**config.mk**
```make
export PLATFORM = sky130hd
export DESIGN_NAME = bsd_host_ctrl
export DESIGN_NICKNAME = d
export VERILOG_FILES = /design/src/inc/bsd_pkg.sv /design/src/logic/bsd_region_dec.sv /design/src/logic/bsd_pin_drv.sv /design/src/logic/bsd_host_ctrl.sv
export VERILOG_INCLUDE_DIRS = /design/src /design/src/inc
export SDC_FILE = /design/constraint.sdc
export NUM_CORES = 1
export LEC_CHECK = 0
export BUFFER_PORTS_ARGS = -buffer_cell sky130_fd_sc_hd__buf_2
export CORE_MARGIN = 8
export CORE_UTILIZATION = 56
export CTS_BUF_LIST = sky130_fd_sc_hd__clkbuf_8 sky130_fd_sc_hd__clkbuf_16
export DETAILED_ROUTE_END_ITERATION = 10
export PLACE_DENSITY_LB_ADDON = 0.25
export RECOVER_POWER = 100
export SLEW_MARGIN = 10
export SYNTH_ARGS = -nofsm -noshare
export SYNTH_HDL_FRONTEND = slang
export SYNTH_SLANG_ARGS = --single-unit
```
**constraint.sdc**
```tcl
create_clock -name clk_i -period 6.3 [get_ports clk_i]
set_clock_uncertainty 0.1 [all_clocks]
set_input_delay 0.315 -clock clk_i [delete_from_list [all_inputs] [get_ports clk_i]]
set_output_delay 0.315 -clock clk_i [all_outputs]
set_load 0.01 [all_outputs]
```
**src/inc/bsd_map.svh**
```systemverilog
// offsets, fields, reset values and timing counts of the bus controller
`ifndef BSD_MAP_SVH
`define BSD_MAP_SVH

// ----------------------------------------------------------------
// avalon register offsets (byte addresses)
// ----------------------------------------------------------------
`define BSD_OFS_CTRL_A 5'h00
`define BSD_OFS_CTRL_B 5'h04
`define BSD_OFS_ADDR 5'h08
`define BSD_OFS_WDATA 5'h0c
`define BSD_OFS_CMD 5'h10
`define BSD_OFS_STATUS 5'h14
`define BSD_OFS_RDATA 5'h18
`define BSD_OFS_BANK 5'h1c

// ----------------------------------------------------------------
// fields and reset values
// ----------------------------------------------------------------
`define BSD_CTRL_A_EN_BIT 7
`define BSD_CTRL_A_ENABLE 8'h80
`define BSD_CTRL_B_REQUIRED 8'h00
`define BSD_CTRL_RST 8'h00
`define BSD_CMD_WRITE_BIT 0
`define BSD_CMD_READ_BIT 1
`define BSD_ST_BUSY_BIT 0
`define BSD_ST_DONE_BIT 1
`define BSD_ST_ERR_BIT 2
`define BSD_ST_REGION_LO 4
`define BSD_ST_BANK_LO 8
`define BSD_BANK_RST 4'h0
`define BSD_BANK_MASK 8'h0f

// ----------------------------------------------------------------
// board memory map
// ----------------------------------------------------------------
`define BSD_SRAM_LO 16'h2200
`define BSD_SRAM_HI 16'ha1ff
`define BSD_EXP_LO 16'ha200
`define BSD_EXP_HI 16'hfeff
`define BSD_REG_LO 16'hff00
`define BSD_REG_HI 16'hffff
`define BSD_BANK_SEL_ADDR 16'hff01
`define BSD_BANK_BYTES 32768
`define BSD_NUM_BANKS 16

// ----------------------------------------------------------------
// timing
// ----------------------------------------------------------------
`define BSD_CLK_NS 50
`define BSD_STROBE_NS 100
`define BSD_STROBE_CYC ((`BSD_STROBE_NS + `BSD_CLK_NS - 1) / `BSD_CLK_NS)

`endif

```
**src/inc/bsd_pkg.sv**
```systemverilog
// types shared by the external bus controller
package bsd_pkg;

  // ----------------------------------------------------------------
  // enumerations
  // ----------------------------------------------------------------
  typedef enum logic [1:0] {
    BSD_RGN_INTERNAL = 2'b00,
    BSD_RGN_SRAM = 2'b01,
    BSD_RGN_EXP = 2'b10,
    BSD_RGN_BOARD = 2'b11
  } bsd_region_t;

  typedef enum logic [2:0] {
    BSD_ST_IDLE = 3'b000,
    BSD_ST_ADDR = 3'b001,
    BSD_ST_LATCH = 3'b010,
    BSD_ST_STROBE = 3'b011,
    BSD_ST_RECOVER = 3'b100
  } bsd_state_t;

  // ----------------------------------------------------------------
  // pin bundle
  // ----------------------------------------------------------------
  typedef struct packed {
    logic [7:0] ad;
    logic ad_oe;
    logic [7:0] a_hi;
    logic wr_b;
    logic rd_b;
    logic ale;
  } bsd_pins_t;

  function automatic logic bsd_in_range(input logic [15:0] a,
                                        input logic [15:0] lo,
                                        input logic [15:0] hi);
    bsd_in_range = (a >= lo) && (a <= hi);
  endfunction

endpackage

```
**src/logic/bsd_region_dec.sv**
```systemverilog
// classifies a host address into the board's windows
`timescale 1ns/1ps
`default_nettype none
`include "bsd_map.svh"
module bsd_region_dec
  import bsd_pkg::*;
(
  input wire logic [15:0] addr_i,
  output bsd_region_t region_o,
  output logic bank_sel_o
);

  // ----------------------------------------------------------------
  // window decode
  // ----------------------------------------------------------------
  wire in_sram = bsd_in_range(addr_i, `BSD_SRAM_LO, `BSD_SRAM_HI);
  wire in_exp = bsd_in_range(addr_i, `BSD_EXP_LO, `BSD_EXP_HI);
  wire in_reg = bsd_in_range(addr_i, `BSD_REG_LO, `BSD_REG_HI);

  // windows are disjoint, board registers never alias sram or port
  assign region_o = in_sram ? BSD_RGN_SRAM :
                    in_exp ? BSD_RGN_EXP :
                    in_reg ? BSD_RGN_BOARD : BSD_RGN_INTERNAL;
  assign bank_sel_o = (addr_i == `BSD_BANK_SEL_ADDR);

endmodule
`default_nettype wire

```
**src/logic/bsd_pin_drv.sv**
```systemverilog
// registers the external bus pins so every pin leaves a flip-flop
`timescale 1ns/1ps
`default_nettype none
module bsd_pin_drv
  import bsd_pkg::*;
(
  input wire logic clk_i,
  input wire logic rst_b_i,
  input wire bsd_pins_t pins_nxt_i,
  output bsd_pins_t pins_o
);

  // ----------------------------------------------------------------
  // pin register
  // ----------------------------------------------------------------
  bsd_pins_t pins_r;

  always_ff @(posedge clk_i or negedge rst_b_i)
  begin
    if (!rst_b_i)
      pins_r <= '{ad: 8'h00, ad_oe: 1'b0, a_hi: 8'h00,
                  wr_b: 1'b1, rd_b: 1'b1, ale: 1'b0};
    else
      pins_r <= pins_nxt_i;
  end

  assign pins_o = pins_r;

endmodule
`default_nettype wire

```
**src/logic/bsd_host_ctrl.sv**
```systemverilog
// host controller: avalon registers in, multiplexed memory bus out
//
// Local design decisions: the register addresses and the Avalon-MM slave port.
`timescale 1ns/1ps
`default_nettype none
`include "bsd_map.svh"
module bsd_host_ctrl
  import bsd_pkg::*;
#(
  parameter int STROBE_CYC = `BSD_STROBE_CYC
)
(
  input wire logic clk_i,
  input wire logic rst_b_i,
  input wire logic [4:0] avs_address_i,
  input wire logic avs_read_i,
  input wire logic avs_write_i,
  input wire logic [31:0] avs_writedata_i,
  output logic [31:0] avs_readdata_o,
  output logic avs_waitrequest_o,
  input wire logic [7:0] host_port_low_addr_data_i,
  output logic [7:0] host_port_low_addr_data_o,
  output logic host_port_low_addr_data_oe_o,
  output logic [7:0] host_port_high_addr_o,
  output logic wr_b_o,
  output logic rd_b_o,
  output logic ale_o
);

  localparam logic [3:0] STROBE_LAST = 4'(STROBE_CYC - 1);

  // ----------------------------------------------------------------
  // state
  // ----------------------------------------------------------------
  logic [7:0] host_ext_mem_control_a_r;
  logic [7:0] host_ext_mem_control_b_r;
  logic [15:0] addr_r;
  logic [7:0] wdata_r;
  logic [7:0] rdata_r;
  logic [7:0] rdata_nxt;
  logic [3:0] bank_r;
  logic [3:0] bank_nxt;
  logic done_r;
  logic done_nxt;
  logic err_r;
  logic err_nxt;
  logic op_read_r;
  logic op_read_nxt;
  bsd_region_t region_r;
  bsd_region_t region_nxt;
  bsd_state_t state_r;
  bsd_state_t state_nxt;
  logic [3:0] cnt_r;
  logic [3:0] cnt_nxt;
  logic [31:0] readdata_r;
  logic [31:0] readdata_nxt;
  logic waitrequest_r;
  logic waitrequest_nxt;
  bsd_pins_t pins_nxt;
  bsd_pins_t pins;

  // ----------------------------------------------------------------
  // avalon decode
  // ----------------------------------------------------------------
  wire [4:0] ofs = {avs_address_i[4:2], 2'b00};
  wire sel_ctrl_a = (ofs == `BSD_OFS_CTRL_A);
  wire sel_ctrl_b = (ofs == `BSD_OFS_CTRL_B);
  wire sel_addr = (ofs == `BSD_OFS_ADDR);
  wire sel_wdata = (ofs == `BSD_OFS_WDATA);
  wire sel_cmd = (ofs == `BSD_OFS_CMD);
  wire sel_status = (ofs == `BSD_OFS_STATUS);
  wire sel_rdata = (ofs == `BSD_OFS_RDATA);
  wire sel_bank = (ofs == `BSD_OFS_BANK);
  wire req = avs_read_i | avs_write_i;
  wire busy = (state_r != BSD_ST_IDLE);
  // a command write waits out a running bus cycle: back-pressure
  wire stall = sel_cmd & avs_write_i & busy;
  wire commit = req & ~waitrequest_r;
  wire wr_commit = avs_write_i & ~waitrequest_r;

  // ----------------------------------------------------------------
  // command qualification
  // ----------------------------------------------------------------
  bsd_region_t cmd_region;
  logic cmd_bank_sel;

  bsd_region_dec u_region_dec
  (
    .addr_i(addr_r),
    .region_o(cmd_region),
    .bank_sel_o(cmd_bank_sel)
  );

  wire if_enabled = host_ext_mem_control_a_r[`BSD_CTRL_A_EN_BIT];
  wire ctrl_b_ok = (host_ext_mem_control_b_r == `BSD_CTRL_B_REQUIRED);
  wire cmd_wr = avs_writedata_i[`BSD_CMD_WRITE_BIT];
  wire cmd_rd = avs_writedata_i[`BSD_CMD_READ_BIT];
  wire cmd_hit = wr_commit & sel_cmd & (cmd_wr | cmd_rd);
  // internal addresses get no bus cycle, so they are refused; their upper byte still shows on the high address pins
  wire cmd_bad = ~if_enabled | ~ctrl_b_ok | (cmd_wr & cmd_rd) |
                 (cmd_region == BSD_RGN_INTERNAL);
  wire start = cmd_hit & ~cmd_bad;
  wire refuse = cmd_hit & cmd_bad;
  wire strobe_end = (state_r == BSD_ST_STROBE) && (cnt_r == 4'h0);
  wire cycle_end = (state_r == BSD_ST_RECOVER);
  wire done_clr = wr_commit & sel_status &
                  avs_writedata_i[`BSD_ST_DONE_BIT];
  wire err_clr = wr_commit & sel_status & avs_writedata_i[`BSD_ST_ERR_BIT];
  // board tracks the bank once its register write finished
  wire bank_upd = cycle_end & ~op_read_r & (region_r == BSD_RGN_BOARD) &
                  cmd_bank_sel;

  // ----------------------------------------------------------------
  // bus cycle sequencer
  // ----------------------------------------------------------------
  always_comb
  begin
    state_nxt = state_r;
    cnt_nxt = cnt_r;
    op_read_nxt = op_read_r;
    region_nxt = region_r;
    case (state_r)
      BSD_ST_IDLE:
      begin
        if (start)
        begin
          state_nxt = BSD_ST_ADDR;
          op_read_nxt = cmd_rd;
          region_nxt = cmd_region;
        end
      end
      BSD_ST_ADDR:
        state_nxt = BSD_ST_LATCH;
      BSD_ST_LATCH:
      begin
        state_nxt = BSD_ST_STROBE;
        cnt_nxt = STROBE_LAST;
      end
      BSD_ST_STROBE:
      begin
        if (cnt_r == 4'h0)
          state_nxt = BSD_ST_RECOVER;
        else
          cnt_nxt = cnt_r - 4'h1;
      end
      BSD_ST_RECOVER:
        state_nxt = BSD_ST_IDLE;
      default:
        state_nxt = BSD_ST_IDLE;
    endcase
  end

  // ----------------------------------------------------------------
  // pin values for the next cycle
  // ----------------------------------------------------------------
  // writes to the bank register carry zeros in the upper nibble
  wire [7:0] out_data = cmd_bank_sel ?
                        (wdata_r & `BSD_BANK_MASK) : wdata_r;

  always_comb
  begin
    pins_nxt = '{ad: 8'h00, ad_oe: 1'b0, a_hi: 8'h00,
                 wr_b: 1'b1, rd_b: 1'b1, ale: 1'b0};
    if (if_enabled)
    begin
      pins_nxt.a_hi = addr_r[15:8];
      case (state_nxt)
        BSD_ST_ADDR:
        begin
          pins_nxt.ad = addr_r[7:0];
          pins_nxt.ad_oe = 1'b1;
          pins_nxt.ale = 1'b1;
        end
        BSD_ST_LATCH:
        begin
          // address held past the falling latch strobe
          pins_nxt.ad = addr_r[7:0];
          pins_nxt.ad_oe = 1'b1;
        end
        BSD_ST_STROBE:
        begin
          pins_nxt.ad = out_data;
          pins_nxt.ad_oe = ~op_read_nxt;
          pins_nxt.wr_b = op_read_nxt;
          pins_nxt.rd_b = ~op_read_nxt;
        end
        BSD_ST_RECOVER:
        begin
          // write data kept one cycle past the strobe for hold time
          pins_nxt.ad = out_data;
          pins_nxt.ad_oe = ~op_read_r;
        end
        default:
          pins_nxt.ad_oe = 1'b0;
      endcase
    end
  end

  bsd_pin_drv u_pin_drv
  (
    .clk_i(clk_i),
    .rst_b_i(rst_b_i),
    .pins_nxt_i(pins_nxt),
    .pins_o(pins)
  );

  // ----------------------------------------------------------------
  // flags, bank shadow and read data
  // ----------------------------------------------------------------
  // one byte per read, taken on the last strobe edge
  assign rdata_nxt = (strobe_end & op_read_r) ?
                     host_port_low_addr_data_i : rdata_r;
  assign bank_nxt = bank_upd ? out_data[3:0] : bank_r;
  // set beats clear when both land on one edge
  assign done_nxt = cycle_end | (done_r & ~done_clr);
  assign err_nxt = refuse | (err_r & ~err_clr);

  // ----------------------------------------------------------------
  // avalon answer
  // ----------------------------------------------------------------
  wire [31:0] status_word = {20'h00000, bank_r, 2'b00, region_r, 1'b0,
                             err_r, done_r, busy};

  always_comb
  begin
    readdata_nxt = readdata_r;
    if (avs_read_i & waitrequest_r)
    begin
      readdata_nxt = 32'h00000000;
      if (sel_ctrl_a)
        readdata_nxt = {24'h000000, host_ext_mem_control_a_r};
      if (sel_ctrl_b)
        readdata_nxt = {24'h000000, host_ext_mem_control_b_r};
      if (sel_addr)
        readdata_nxt = {16'h0000, addr_r};
      if (sel_wdata)
        readdata_nxt = {24'h000000, wdata_r};
      if (sel_status)
        readdata_nxt = status_word;
      if (sel_rdata)
        readdata_nxt = {24'h000000, rdata_r};
      if (sel_bank)
        readdata_nxt = {28'h0000000, bank_r};
    end
  end

  // first edge acks, second edge commits and re-arms
  assign waitrequest_nxt = ~(req & waitrequest_r & ~stall);

  // ----------------------------------------------------------------
  // registers
  // ----------------------------------------------------------------
  always_ff @(posedge clk_i or negedge rst_b_i)
  begin
    if (!rst_b_i)
    begin
      state_r <= BSD_ST_IDLE;
      cnt_r <= 4'h0;
      op_read_r <= 1'b0;
      region_r <= BSD_RGN_INTERNAL;
      waitrequest_r <= 1'b1;
      readdata_r <= 32'h00000000;
    end
    else
    begin
      state_r <= state_nxt;
      cnt_r <= cnt_nxt;
      op_read_r <= op_read_nxt;
      region_r <= region_nxt;
      waitrequest_r <= waitrequest_nxt;
      readdata_r <= readdata_nxt;
    end
  end

  always_ff @(posedge clk_i or negedge rst_b_i)
  begin
    if (!rst_b_i)
    begin
      rdata_r <= 8'h00;
      bank_r <= `BSD_BANK_RST;
      done_r <= 1'b0;
      err_r <= 1'b0;
    end
    else
    begin
      rdata_r <= rdata_nxt;
      bank_r <= bank_nxt;
      done_r <= done_nxt;
      err_r <= err_nxt;
    end
  end

  // software-owned registers change only on a committed write
  always_ff @(posedge clk_i or negedge rst_b_i)
  begin
    if (!rst_b_i)
    begin
      host_ext_mem_control_a_r <= `BSD_CTRL_RST;
      host_ext_mem_control_b_r <= `BSD_CTRL_RST;
      addr_r <= 16'h0000;
      wdata_r <= 8'h00;
    end
    else if (wr_commit)
    begin
      if (sel_ctrl_a)
        host_ext_mem_control_a_r <= avs_writedata_i[7:0];
      if (sel_ctrl_b)
        host_ext_mem_control_b_r <= avs_writedata_i[7:0];
      if (sel_addr & ~busy)
        addr_r <= avs_writedata_i[15:0];
      if (sel_wdata & ~busy)
        wdata_r <= avs_writedata_i[7:0];
    end
  end

  // ----------------------------------------------------------------
  // outputs
  // ----------------------------------------------------------------
  assign avs_readdata_o = readdata_r;
  assign avs_waitrequest_o = waitrequest_r;
  assign host_port_low_addr_data_o = pins.ad;
  assign host_port_low_addr_data_oe_o = pins.ad_oe;
  assign host_port_high_addr_o = pins.a_hi;
  assign wr_b_o = pins.wr_b;
  assign rd_b_o = pins.rd_b;
  assign ale_o = pins.ale;

endmodule
`default_nettype wire

```
=== Word-level counts from Yosys, hierarchy flattened ===
Cells that the tools add are included.

* Mux-type cells: 23
* Bitwise operators: 40
* Equal/unequal tests: 18
* Reductions and logical operators: 19
* Add/sub/neg operators: 1
* Magnitude comparators: 6

{| class="wikitable"
|+ Operators with widths
! kind !! count
|-
| two-way mux 32 bit || 6
|-
| less-or-equal comparator 16 bit (second input constant) || 3
|-
| greater-or-equal comparator 16 bit (second input constant) || 2
|-
| AND 1 bit || 22
|-
| two-way mux 20 bit || 1
|-
| equality test 3 x 2 -> 1 bit (second input constant) || 6
|-
| equality test 3 bit (second input constant) || 6
|-
| equality test 16 bit (second input constant) || 1
|-
| greater-or-equal comparator 16 x 14 -> 1 bit (second input constant) || 1
|-
| two-way mux 8 bit || 2
|-
| case mux 8 bit (2 select lines) || 1
|-
| case mux 3 bit (4 select lines) || 1
|-
| AND reduction 2 bit || 6
|-
| NOT 1 bit || 11
|-
| equality test 3 x 1 -> 1 bit (second input constant) || 3
|-
| logical NOT 8 bit || 1
|-
| two-way mux 2 bit || 4
|-
| case mux 4 bit (2 select lines) || 1
|-
| OR 1 bit || 7
|-
| two-way mux 3 bit || 2
|-
| logical NOT 5 bit || 1
|-
| logical AND 1 bit || 4
|-
| logical NOT 4 bit || 1
|-
| two-way mux 4 bit || 1
|-
| other kinds (10) || 13
|}

* Bits of input ports: 49
* Register bits: 117
* Word-level logic and storage cells: 127
* Output and inout bits: 53

=== Depth between registers and ports, before layout ===
Gate-level depths: netlist of run 1.

* Word-level depth: 15
* Mapped depth: 7
* Mapped depth without buffers: 6

=== By module ===
A second synthesis of run 1 with hierarchy kept.

* Cells, all modules: 384
* Area total of the unflattened synthesis: 4703.3 sq um

{| class="wikitable"
|+ By module, submodules not included
! module !! cells each !! times used !! area an instance (sq um) !! sequential area each (sq um)
|-
| bsd_host_ctrl || 350 || 1 || 4098.9 || 2028.2
|-
| bsd_pin_drv || 20 || 1 || 503.0 || 503.0
|-
| bsd_region_dec || 14 || 1 || 101.3 || 0.0
|}

=== Worst setup path before layout of run 1 ===
No wires, ideal clock.

* Kind: register to register
* Start: reg addr_r[5]
* End: reg bank_r[0]
* Data arrival time: 2321 ps
* Slack: 3754 ps
* Clock period less this slack: 2546 ps
* Stages on the path, launching flop included: 6
* Library setup time: 125 ps
* Cells stage by stage: dfrtp_1 or4b_1 or4_4 or4_4 buf_6 mux2_4

* Longest elaborated chain between the ends: 2

{| class="wikitable"
|+ RTL lines
! item !! RTL line !! RTL
|-
| start: declaration || bsd_host_ctrl.sv:37 || <nowiki>logic [15:0] addr_r;</nowiki>
|-
| start signal: assignment || bsd_host_ctrl.sv:310 || <nowiki>addr_r <= avs_writedata_i[15:0];</nowiki>
|-
| equality test 16 bit (no source line) || - ||
|-
| AND 1 bit || bsd_host_ctrl.sv:110 || <nowiki>wire bank_upd = cycle_end & ~op_read_r & (region_r == BSD_RGN_BOARD) &</nowiki>
|-
| end signal: assignment || bsd_host_ctrl.sv:280 || <nowiki>bank_r <= `BSD_BANK_RST;</nowiki>
|-
| end signal: assignment || bsd_host_ctrl.sv:287 || <nowiki>bank_r <= bank_nxt;</nowiki>
|-
| end: declaration || bsd_host_ctrl.sv:41 || <nowiki>logic [3:0] bank_r;</nowiki>
|}

Every way passes these cells.
A chain may end at the register's enable or synchronous reset.

==> impl_metrics.csv, run 1 <==
group,metric,value,unit
outcome,outcome,"complete, but fails checks",
outcome,violations,"capacitance limit, slew limit",
floorplanning,die_h,107,um
floorplanning,core_area,0.00813,mm2
critical_path,crit_chain,"dlygate4sd3_1, clkbuf_1, clkbuf_2",
clock_tree,cts-buffers-inserted,9,
critical_path,critPathBufInv,3,
route,post_drt_wl_per_cell,19.0,um
final_layout,fin_area,0.00512,mm2
route,first_pass_iters,4,
critical_path,r2r-start,"host_ext_mem_control_b_r[4]",
grt,grt-ovfl-total,0,
job,drv_cap,1,
critical_path,crit_arrival,3.71,ns
logic_synthesis,syn_area,0.00463,mm2
critical_path,cp.depth,3,
worst_hold_path,hold_path.class,"in -> reg",
sta,worst_slack,2.74,ns
critical_path,crit_family,"buffers and inverters",
clock_tree,htreeDepth,3,
critical_path,ff2ff_path_depth,4,
route,avgViaCountPerCell,5.75,
route,drcViolationCount,0,
logic_synthesis,ys_async_sr_fraction,100,%
critical_path,cp_slowest_cell,"clkbuf_1",
logic_synthesis,seq_area_frac_synth,54.7,%
clock_tree,cts_max_path_buffers,2,
floorplanning,row_count,33,
clock_tree,clock_latency,0.38,ns
critical_path,crit_start,"rst_b_i",
logic_synthesis,synth_edf_count,0,
critical_path,slowest_delay,1.54,ns
logic_synthesis,synth_top_cell_by_area,"dfrtp_1",
placed_design,place_hpwl,7660,um
floorplanning,start_util,56.9,%
route,vias,3199,
floorplanning,die-area,0.0114,mm2
grt,grt_pass1_wl,16700,um
sta,tightestPinTransition,2.17,ns
route,drt_first_iter_violations,196,
power_and_ir_drop,vdd_drop_max,0.000167,V
placed_design,placed_area,0.00497,mm2
critical_path,cp-endpoint,"host_ext_mem_control_a_r[2]",
route,ant_nets,0,
logic_synthesis,synth.most_common_cell,"dfrtp_1",
final_layout,final-instance-count-excl-fill,556,
final_layout,antenna_cells,0,
clock_tree,clkSlewWorstSetupHoldPaths,0.11,ns
sta,max_clock_freq,281,MHz
sta,post-route-period-util,56.6,%
power_and_ir_drop,cellPowerDensity,353,mW/mm2
grt,grt.met2_usage,29.5,%
placed_design,dp_slack,2.80,ns
power_and_ir_drop,p_leak,2.35,nW
placed_design,gp_congestion,0.872,
logic_synthesis,synth.avg_cell_area,12.1,um2
sta,finalWorstPathRequiredPeriod,3.56,ns
logic_synthesis,synthTopCellsByArea,"dfrtp_1, mux2_2, mux2_1",
logic_synthesis,synth_top_cell_area_share,53.0,%
sta,setup_viol,0,
sta,relSlewSlack,-44.8,%
final_layout,area_delta_synth_final,10.7,%
placed_design,dp_cells,538,
logic_synthesis,ys_warn_count,0,
critical_path,start_kind,"primary input",
critical_path,crit_type,"in -> async",
critical_path,r2r-end,"u_pin_drv.pins_o[16]",
clock_tree,tritoncts,"done",
logic_synthesis,syn_inst,384,
logic_synthesis,synthFlopType,"dfrtp_1",
logic_synthesis,ys_ff_latch,101,
clock_tree,clock-sinks,101,
grt,gr-usage-met1,24.2,%
critical_path,reg2reg_slack,3.15,ns
grt,grt-busiest-layer,"met2",
clock_tree,clock-root-buffer,"clkbuf_8",
final_layout,final_layout_size_suffix_gt1_share,19.1,%
critical_path,critPathMaxFanout,60,
critical_path,critPathCaptureType,"async pin",
placed_design,portBuffers,67,
floorplanning,die_w,107,um
floorplanning,ios,102,
critical_path,crit_required,6.45,ns
sta,hold_viol,0,
sta,rsz0062_at_grt,"no",
grt,grt_max_degree,61,
grt,grt_pass1_vias,3145,
logic_synthesis,ys_top_cells_by_count,"dfrtp_1, nand2_1, mux2_2",
clock_tree,cts-resized-gates,0,
grt,grtUsageMet3,3.54,%
sta,slew_violations,43,
grt,antenna_found_initial,0,
logic_synthesis,synth_cell_type_count,55,
route,routed_wl,10600,um
sta,fin_tns_setup,0,ns
grt,track_usage,18.8,%
final_layout,nets,497,
[worst min-delay path by stage]
stage	from	to	slack (ns)	cells past startpoint
3_5_place_dp	rst_b_i	u_pin_drv.pins_o[7]	0.23	1
4_1_cts	avs_writedata_i[13]	addr_r[13]	0.04	2
5_1_grt	avs_writedata_i[13]	addr_r[13]	0.04	2
3_3_place_gp	rst_b_i	u_pin_drv.pins_o[8]	0.22	1
2_1_floorplan	rst_b_i	addr_r[0]	-0.08	0
6_report	avs_writedata_i[13]	addr_r[13]	0.04	2
[placed cells by master, fill, tap and decap left out, drive strengths merged, types with 5 or more instances in the layout]
master  Yosys  layout
nor2       10      10
conb        1      16
a22oi       9       9
o21ai      22      22
nand2b      6       6
clkbuf     17      48
mux2       57      57
o31ai       5       5
a21o        5       5
inv         6       9
nand2      39      39
dfrtp      98      98
mux4        7       7
nand3       8       8
and2       12      12
buf        17      29
nor2b      11      11
[registers in the layout, indices dropped and copies added, names as in the netlist]
register / flops
u_pin_drv.pins_o: 20
rdata_r: 8
wdata_r: 8
host_ext_mem_control_a_r: 8
avs_waitrequest_o: 1
cnt_r: 4
done_r: 1
region_r: 2
host_ext_mem_control_b_r: 8
bank_r: 4
addr_r: 16
err_r: 1
op_read_r: 1
state_r: 3
avs_readdata_o: 16
[final cells by class]
cell class	instances	area, um2
inverters	7	26.3
fillers	634	3010
well taps	105	131
clock buffers	9	124
multi-input cells	257	1920
repair buffers	70	313
clock inverters	7	81.3
flip-flops and latches	101	2530
[cells by family after synthesis]
kind of cell,count (synthesis),share of synthesized area (%)
simple gates,110,12.5
flops,101,54.7
mux,65,17.9
compound gates,64,9.46
buf+inv,41,4.79
fa+ha+maj,2,0.541
other cells,1,0.0810
[timing repair]
item,4_1_cts,5_1_grt
buffers inserted,0,0
endpoints found under the hold margin,39,0
endpoints found under the setup margin,0,0
hold buffers,2,0
[per-stage QoR]
stage	total power [mW]	hold slack, ns	utilization (%)
5_1_grt	1.91	0.0381	63.0
2_1_floorplan	1.23	-0.0806	-
3_3_place_gp	1.39	0.220	61.1
4_1_cts	1.84	0.0387	63.8
6_report	1.81	0.0415	63.0
3_5_place_dp	1.42	0.226	61.1
[where the power goes]
part | total (mW) | internal, mW | leakage (nW) | switching [mW]
registers | 0.935 | 0.801 | 1.32 | 0.134
clock network | 0.424 | 0.189 | 0.0944 | 0.235
logic | 0.450 | 0.203 | 0.939 | 0.247
total | 1.81 | 1.19 | 2.35 | 0.616
[metal layers]
metal | vias to the layer above | share of wire, %
met5 | - | 0
met4 | 0 | 2.9
met3 | 22 | 6.0
met2 | 109 | 49
met1 | 1592 | 43
li1 | 1476 | -
No activity file was read; power rests on OpenSTA's default activity.
==> run 2, diff against run 1 <==
- CORE_UTILIZATION: 56 -> 49
- clock period: 6.3 -> 2.9 ns (I/O delays scaled with it)
==> run 2 against run 1 <==
The run now ends clean; cell count rose by 7.6%; hold slack got worse by 0.016 ns; via count rose by 3.6%; count of clock-buffer cells in the layout is the same; design area increased by 6.6%; power is 120% higher; sequential power rose by 110%; first-iteration DRC count fell by 11%; critical path type is now reg -> reg; critical endpoint is now bank_r[1]; largest power group unchanged.
==> impl_metrics.csv, run 2 (same netlist as run 1, synthesis figures left out) <==
group,metric,value,unit
grt,gr-usage-met1,21.8,%
final_layout,layout_common_cells,"dfrtp_1, clkbuf_1, nand2_1",
final_layout,fillers,799,
final_layout,area_delta_synth_final,18.0,%
placed_design,gp_congestion,0.907,
final_layout,antenna_cells,0,
critical_path,crit_start,"addr_r[5]",
critical_path,crit_arrival,2.87,ns
critical_path,crit_chain,"or4b_1, or4_1, or4_4, mux2_4",
grt,grt_max_degree,56,
route,routed_wl,11000,um
final_layout,nets,533,
grt,grt_pass1_wl,17700,um
critical_path,crit_required,3.06,ns
grt,track_usage,17.7,%
route,avgViaCountPerCell,5.54,
sta,slew_violations,0,
route,drt_first_iter_violations,175,
sta,max_clock_freq,369,MHz
power_and_ir_drop,internal-power,2.63,mW
sta,rsz0062_at_grt,"no",
worst_hold_path,hold_path.class,"in -> reg",
worst_hold_path,hold_path_depth,2,
critical_path,r2r-start,"addr_r[5]",
job,drv_cap,0,
critical_path,critPathBufInv,0,
sta,setup_viol,0,
clock_tree,cts-buffers-inserted,9,
floorplanning,die-area,0.0128,mm2
grt,grt-ovfl-total,0,
final_layout,seqCellArea,0.00253,mm2
floorplanning,ios,102,
clock_tree,clock-sinks,101,
critical_path,cp_slowest_cell,"or4_1",
critical_path,r2r-end,"bank_r[1]",
grt,grt.met2_usage,29.3,%
worst_hold_path,hold_end,"wdata_r[1]",
sta,fin_tns_setup,0,ns
power_and_ir_drop,comb_power_share,26.7,%
clock_tree,clock-root-buffer,"clkbuf_8",
critical_path,reg2reg_slack,0.19,ns
critical_path,critPathMaxFanout,5,
sta,finalWorstPathRequiredPeriod,2.71,ns
power_and_ir_drop,p_sw,1.35,mW
grt,grtUsageMet3,4.58,%
grt,grt-busiest-layer,"met2",
final_layout,largest_reg_flops,20,
critical_path,slowest_delay,0.61,ns
final_layout,final_common_cell,"dfrtp_1",
power_and_ir_drop,cellPowerDensity,729,mW/mm2
critical_path,ff2ff_path_depth,4,
final_layout,final_layout_size_suffix_gt1_share,19.5,%
clock_tree,cts_max_path_buffers,2,
placed_design,portBuffers,67,
final_layout,multi_input_area,0.00193,mm2
worst_hold_path,holdCritStartpoint,"avs_writedata_i[1]",
sta,relSlewSlack,24.0,%
power_and_ir_drop,swShare,33.9,%
floorplanning,start_util,50.3,%
power_and_ir_drop,clkPwrFrac,23.2,%
route,post_drt_wl_per_cell,18.5,um
power_and_ir_drop,p_leak,2.51,nW
grt,antenna_found_initial,0,
placed_design,place_hpwl,7990,um
clock_tree,tritoncts,"done",
route,first_pass_iters,4,
sta,hold_viol,0,
clock_tree,cts-resized-gates,0,
floorplanning,die_h,113,um
clock_tree,clock_latency,0.37,ns
critical_path,crit_family,"simple AND/OR/NAND/NOR gates",
floorplanning,core_area,0.00920,mm2
critical_path,crit_type,"reg -> reg",
critical_path,start_kind,"flip-flop",
power_and_ir_drop,vdd_drop_max,0.000330,V
route,vias,3315,
power_and_ir_drop,seq_power_share,50.2,%
clock_tree,htreeDepth,3,
route,ant_nets,0,
outcome,outcome,"complete, no violations",
floorplanning,die_w,113,um
grt,grt_pass1_vias,3371,
sta,post-route-period-util,93.6,%
floorplanning,row_count,35,
critical_path,critPathCaptureType,"flip-flop",
final_layout,fin_util,59.4,%
sta,tightestPinTransition,1.14,ns
clock_tree,clkSlewWorstSetupHoldPaths,0.10,ns
route,drcViolationCount,0,
run 2: worst max path at each step:
stage | to | slack (ns) | cells after the start
floorplan | bank_r[0] | 0.35 | 5
global placement | bank_r[0] | 0.34 | 4
detailed placement | bank_r[1] | 0.32 | 4
CTS | bank_r[1] | 0.28 | 4
global route | bank_r[0] | 0.13 | 4
finish | bank_r[1] | 0.19 | 4
run 2: layer usage:
metal / part of all wire, % / wire [um]
met3: 6.0 / 668
met1: 42 / 4680
met5: 0 / 0
met4: 1.6 / 180
met2: 50 / 5510
run 2: stage by stage:
step	hold slack (ns)	cell area, um2	total power, mW	setup slack, ns	std cells
2_1_floorplan	-0.251	4680	2.68	0.354	399
3_3_place_gp	0.0869	5080	3.07	0.344	556
3_5_place_dp	0.0908	5080	3.12	0.318	556
4_1_cts	0.00533	5540	4.07	0.277	598
5_1_grt	0.0158	5460	4.23	0.132	598
6_report	0.0258	5460	3.98	0.187	598
run 2: final cells by class:
class                      count  area share, %
sequential                   101           46.3
multi-input combinational    257           35.3
timing repair buffer         106           11.6
tap                          111           2.54
clock buffer                   9           2.27
clock inverter                 7           1.49
inverter                       7          0.481
run 2: power by group through the flow:
stage          registers, mW  logic (mW)  clock network, mW
5_1_grt                 2.04        1.18               1.01
3_5_place_dp            2.02        1.10                  0
4_1_cts                 1.99        1.13              0.947
2_1_floorplan           1.99       0.684                  0
3_3_place_gp            2.00        1.07                  0
6_report                2.00        1.06              0.922
run 2: timing repair:
item,4_1_cts,5_1_grt
hold buffers,26,0
endpoints found under the hold margin,89,0
buffers inserted,0,0
==> run 3, diff against run 2 <==
- PLACE_DENSITY_LB_ADDON: 0.25 -> 0.08
- SLEW_MARGIN: 10 -> 20
==> run 3 against run 2 <==
The run now ends with capacitance limit, slew limit left; setup slack worse by 0.011 ns; routed wire length about the same; via count decreased by 2.7%; cell count decreased by 0.17%; global-route usage up 0.32 points; non-clock buffer count decreased by 1; power about the same; utilization decreased by 0.37 points; register-to-register slack about the same; die area is the same; critical path type unchanged; critical endpoint unchanged; highest routed layer unchanged.
==> impl_metrics.csv, run 3 (same netlist as run 1, synthesis figures left out) <==
group,metric,value,unit
outcome,outcome,"complete, but fails checks",
outcome,violations,"capacitance limit, slew limit",
sta,slew_violations,84,
power_and_ir_drop,vdd_drop_max,0.000328,V
clock_tree,htreeDepth,3,
critical_path,critPathCaptureType,"flip-flop",
sta,hold_viol,0,
final_layout,final-instance-count-excl-fill,597,
sta,rsz0062_at_grt,"no",
route,vias,3226,
floorplanning,die_h,113,um
clock_tree,clkSlewWorstSetupHoldPaths,0.10,ns
floorplanning,die_w,113,um
route,post_drt_wl_per_cell,18.5,um
final_layout,nets,532,
sta,fin_tns_setup,0,ns
clock_tree,cts_max_path_buffers,2,
route,avgViaCountPerCell,5.40,
grt,grt_pass1_wl,18200,um
sta,finalWorstPathRequiredPeriod,2.72,ns
job,drv_cap,1,
floorplanning,ios,102,
placed_design,gp_congestion,0.835,
grt,grt_pass1_vias,3499,
critical_path,crit_required,3.04,ns
route,routed_wl,11000,um
final_layout,layout_common_cells,"dfrtp_1, clkbuf_1, nand2_1",
critical_path,crit_type,"reg -> reg",
route,first_pass_iters,5,
critical_path,start_kind,"flip-flop",
floorplanning,core_area,0.00920,mm2
grt,grt_max_degree,84,
sta,relSlewSlack,-31.6,%
final_layout,largest_reg_flops,20,
critical_path,crit_arrival,2.86,ns
power_and_ir_drop,cellPowerDensity,734,mW/mm2
final_layout,final_layout_size_suffix_gt1_share,19.1,%
worst_hold_path,hold_path.class,"in -> reg",
clock_tree,clock-root-buffer,"clkbuf_8",
route,drt_first_iter_violations,158,
floorplanning,die-area,0.0128,mm2
placed_design,portBuffers,67,
clock_tree,tritoncts,"done",
final_layout,area_delta_synth_final,17.3,%
route,drcViolationCount,0,
power_and_ir_drop,finalPower,3.98,mW
grt,antenna_found_initial,0,
route,ant_nets,0,
floorplanning,start_util,50.3,%
sta,tightestPinTransition,1.97,ns
final_layout,final_common_cell,"dfrtp_1",
final_layout,fin_util,59.0,%
grt,grt-ovfl-total,0,
grt,track_usage,18.0,%
clock_tree,clock-sinks,101,
placed_design,dp_cells,556,
critical_path,critPathMaxFanout,5,
clock_tree,postCtsSetupBuffers,0,
placed_design,place_hpwl,7990,um
sta,max_clock_freq,367,MHz
sta,setup_viol,0,
final_layout,fillers,804,
sta,post-route-period-util,93.9,%
clock_tree,cts-buffers-inserted,9,
power_and_ir_drop,p_leak,2.49,nW
clock_tree,clock_latency,0.37,ns
floorplanning,row_count,35,
final_layout,antenna_cells,0,
## run 3: through the flow
stage	setup slack [ns]	hold WS [ns]	cell area (um2)
4_1_cts	0.274	0.0119	5520
3_5_place_dp	0.306	0.233	5060
2_1_floorplan	0.354	-0.251	4680
3_3_place_gp	0.320	0.234	5060
6_report	0.176	0.0229	5430
5_1_grt	0.133	0.00345	5430
## run 3: layout make-up
type / count / area (um2) / area share [%]
flip-flops and latches: 101 / 2530 / 46.6
multi-input cells: 257 / 1920 / 35.4
repair buffers: 105 / 606 / 11.2
well taps: 111 / 139 / 2.56
clock buffers: 10 / 138 / 2.54
clock inverters: 6 / 68.8 / 1.27
inverters: 7 / 26.3 / 0.484
## run 3: final timing paths
kind                                         start                          end  slack [ns]  cells after the start
max in group asynchronous                  rst_b_i  host_ext_mem_control_a_r[2]        0.70                      3
worst min-delay path            avs_writedata_i[0]                   wdata_r[0]        0.02                      2
worst max-delay path                     addr_r[5]                    bank_r[1]        0.18                      4
worst max register to register           addr_r[5]                    bank_r[1]        0.18                      4
min in group asynchronous                  rst_b_i                    addr_r[2]        0.78                      2
worst min register to register   avs_readdata_o[1]            avs_readdata_o[1]        0.39                      1
## run 3: power by group
part	total [mW]	switching, mW	internal (mW)
clock	0.920	0.491	0.429
sequential	2.00	0.261	1.74
combinational	1.06	0.574	0.486
total	3.98	1.33	2.66
## run 3: per-layer routing
| metal | part of all wire, % | global-route usage, % | up-vias |
|---|---|---|---|
| met5 | 0 | 0 | - |
| met1 | 45 | 22.7 | 1604 |
| met4 | 1.1 | 4.00 | 0 |
| li1 | - | - | 1538 |
| met2 | 49 | 30.2 | 76 |
| met3 | 5.2 | 5.06 | 8 |
## run 3: repair_timing
action | in CTS | in global routing
gates resized for setup | 0 | 0
hold endpoints to repair | 121 | 0
hold buffers | 25 | 0
## run 3: worst max-delay path, stage by stage, from the launching register on
cell and delay, ns:
dfrtp_1 0.43, or4b_1 0.53, or4_4 0.53, or4_1 0.64
mux2_1 0.36
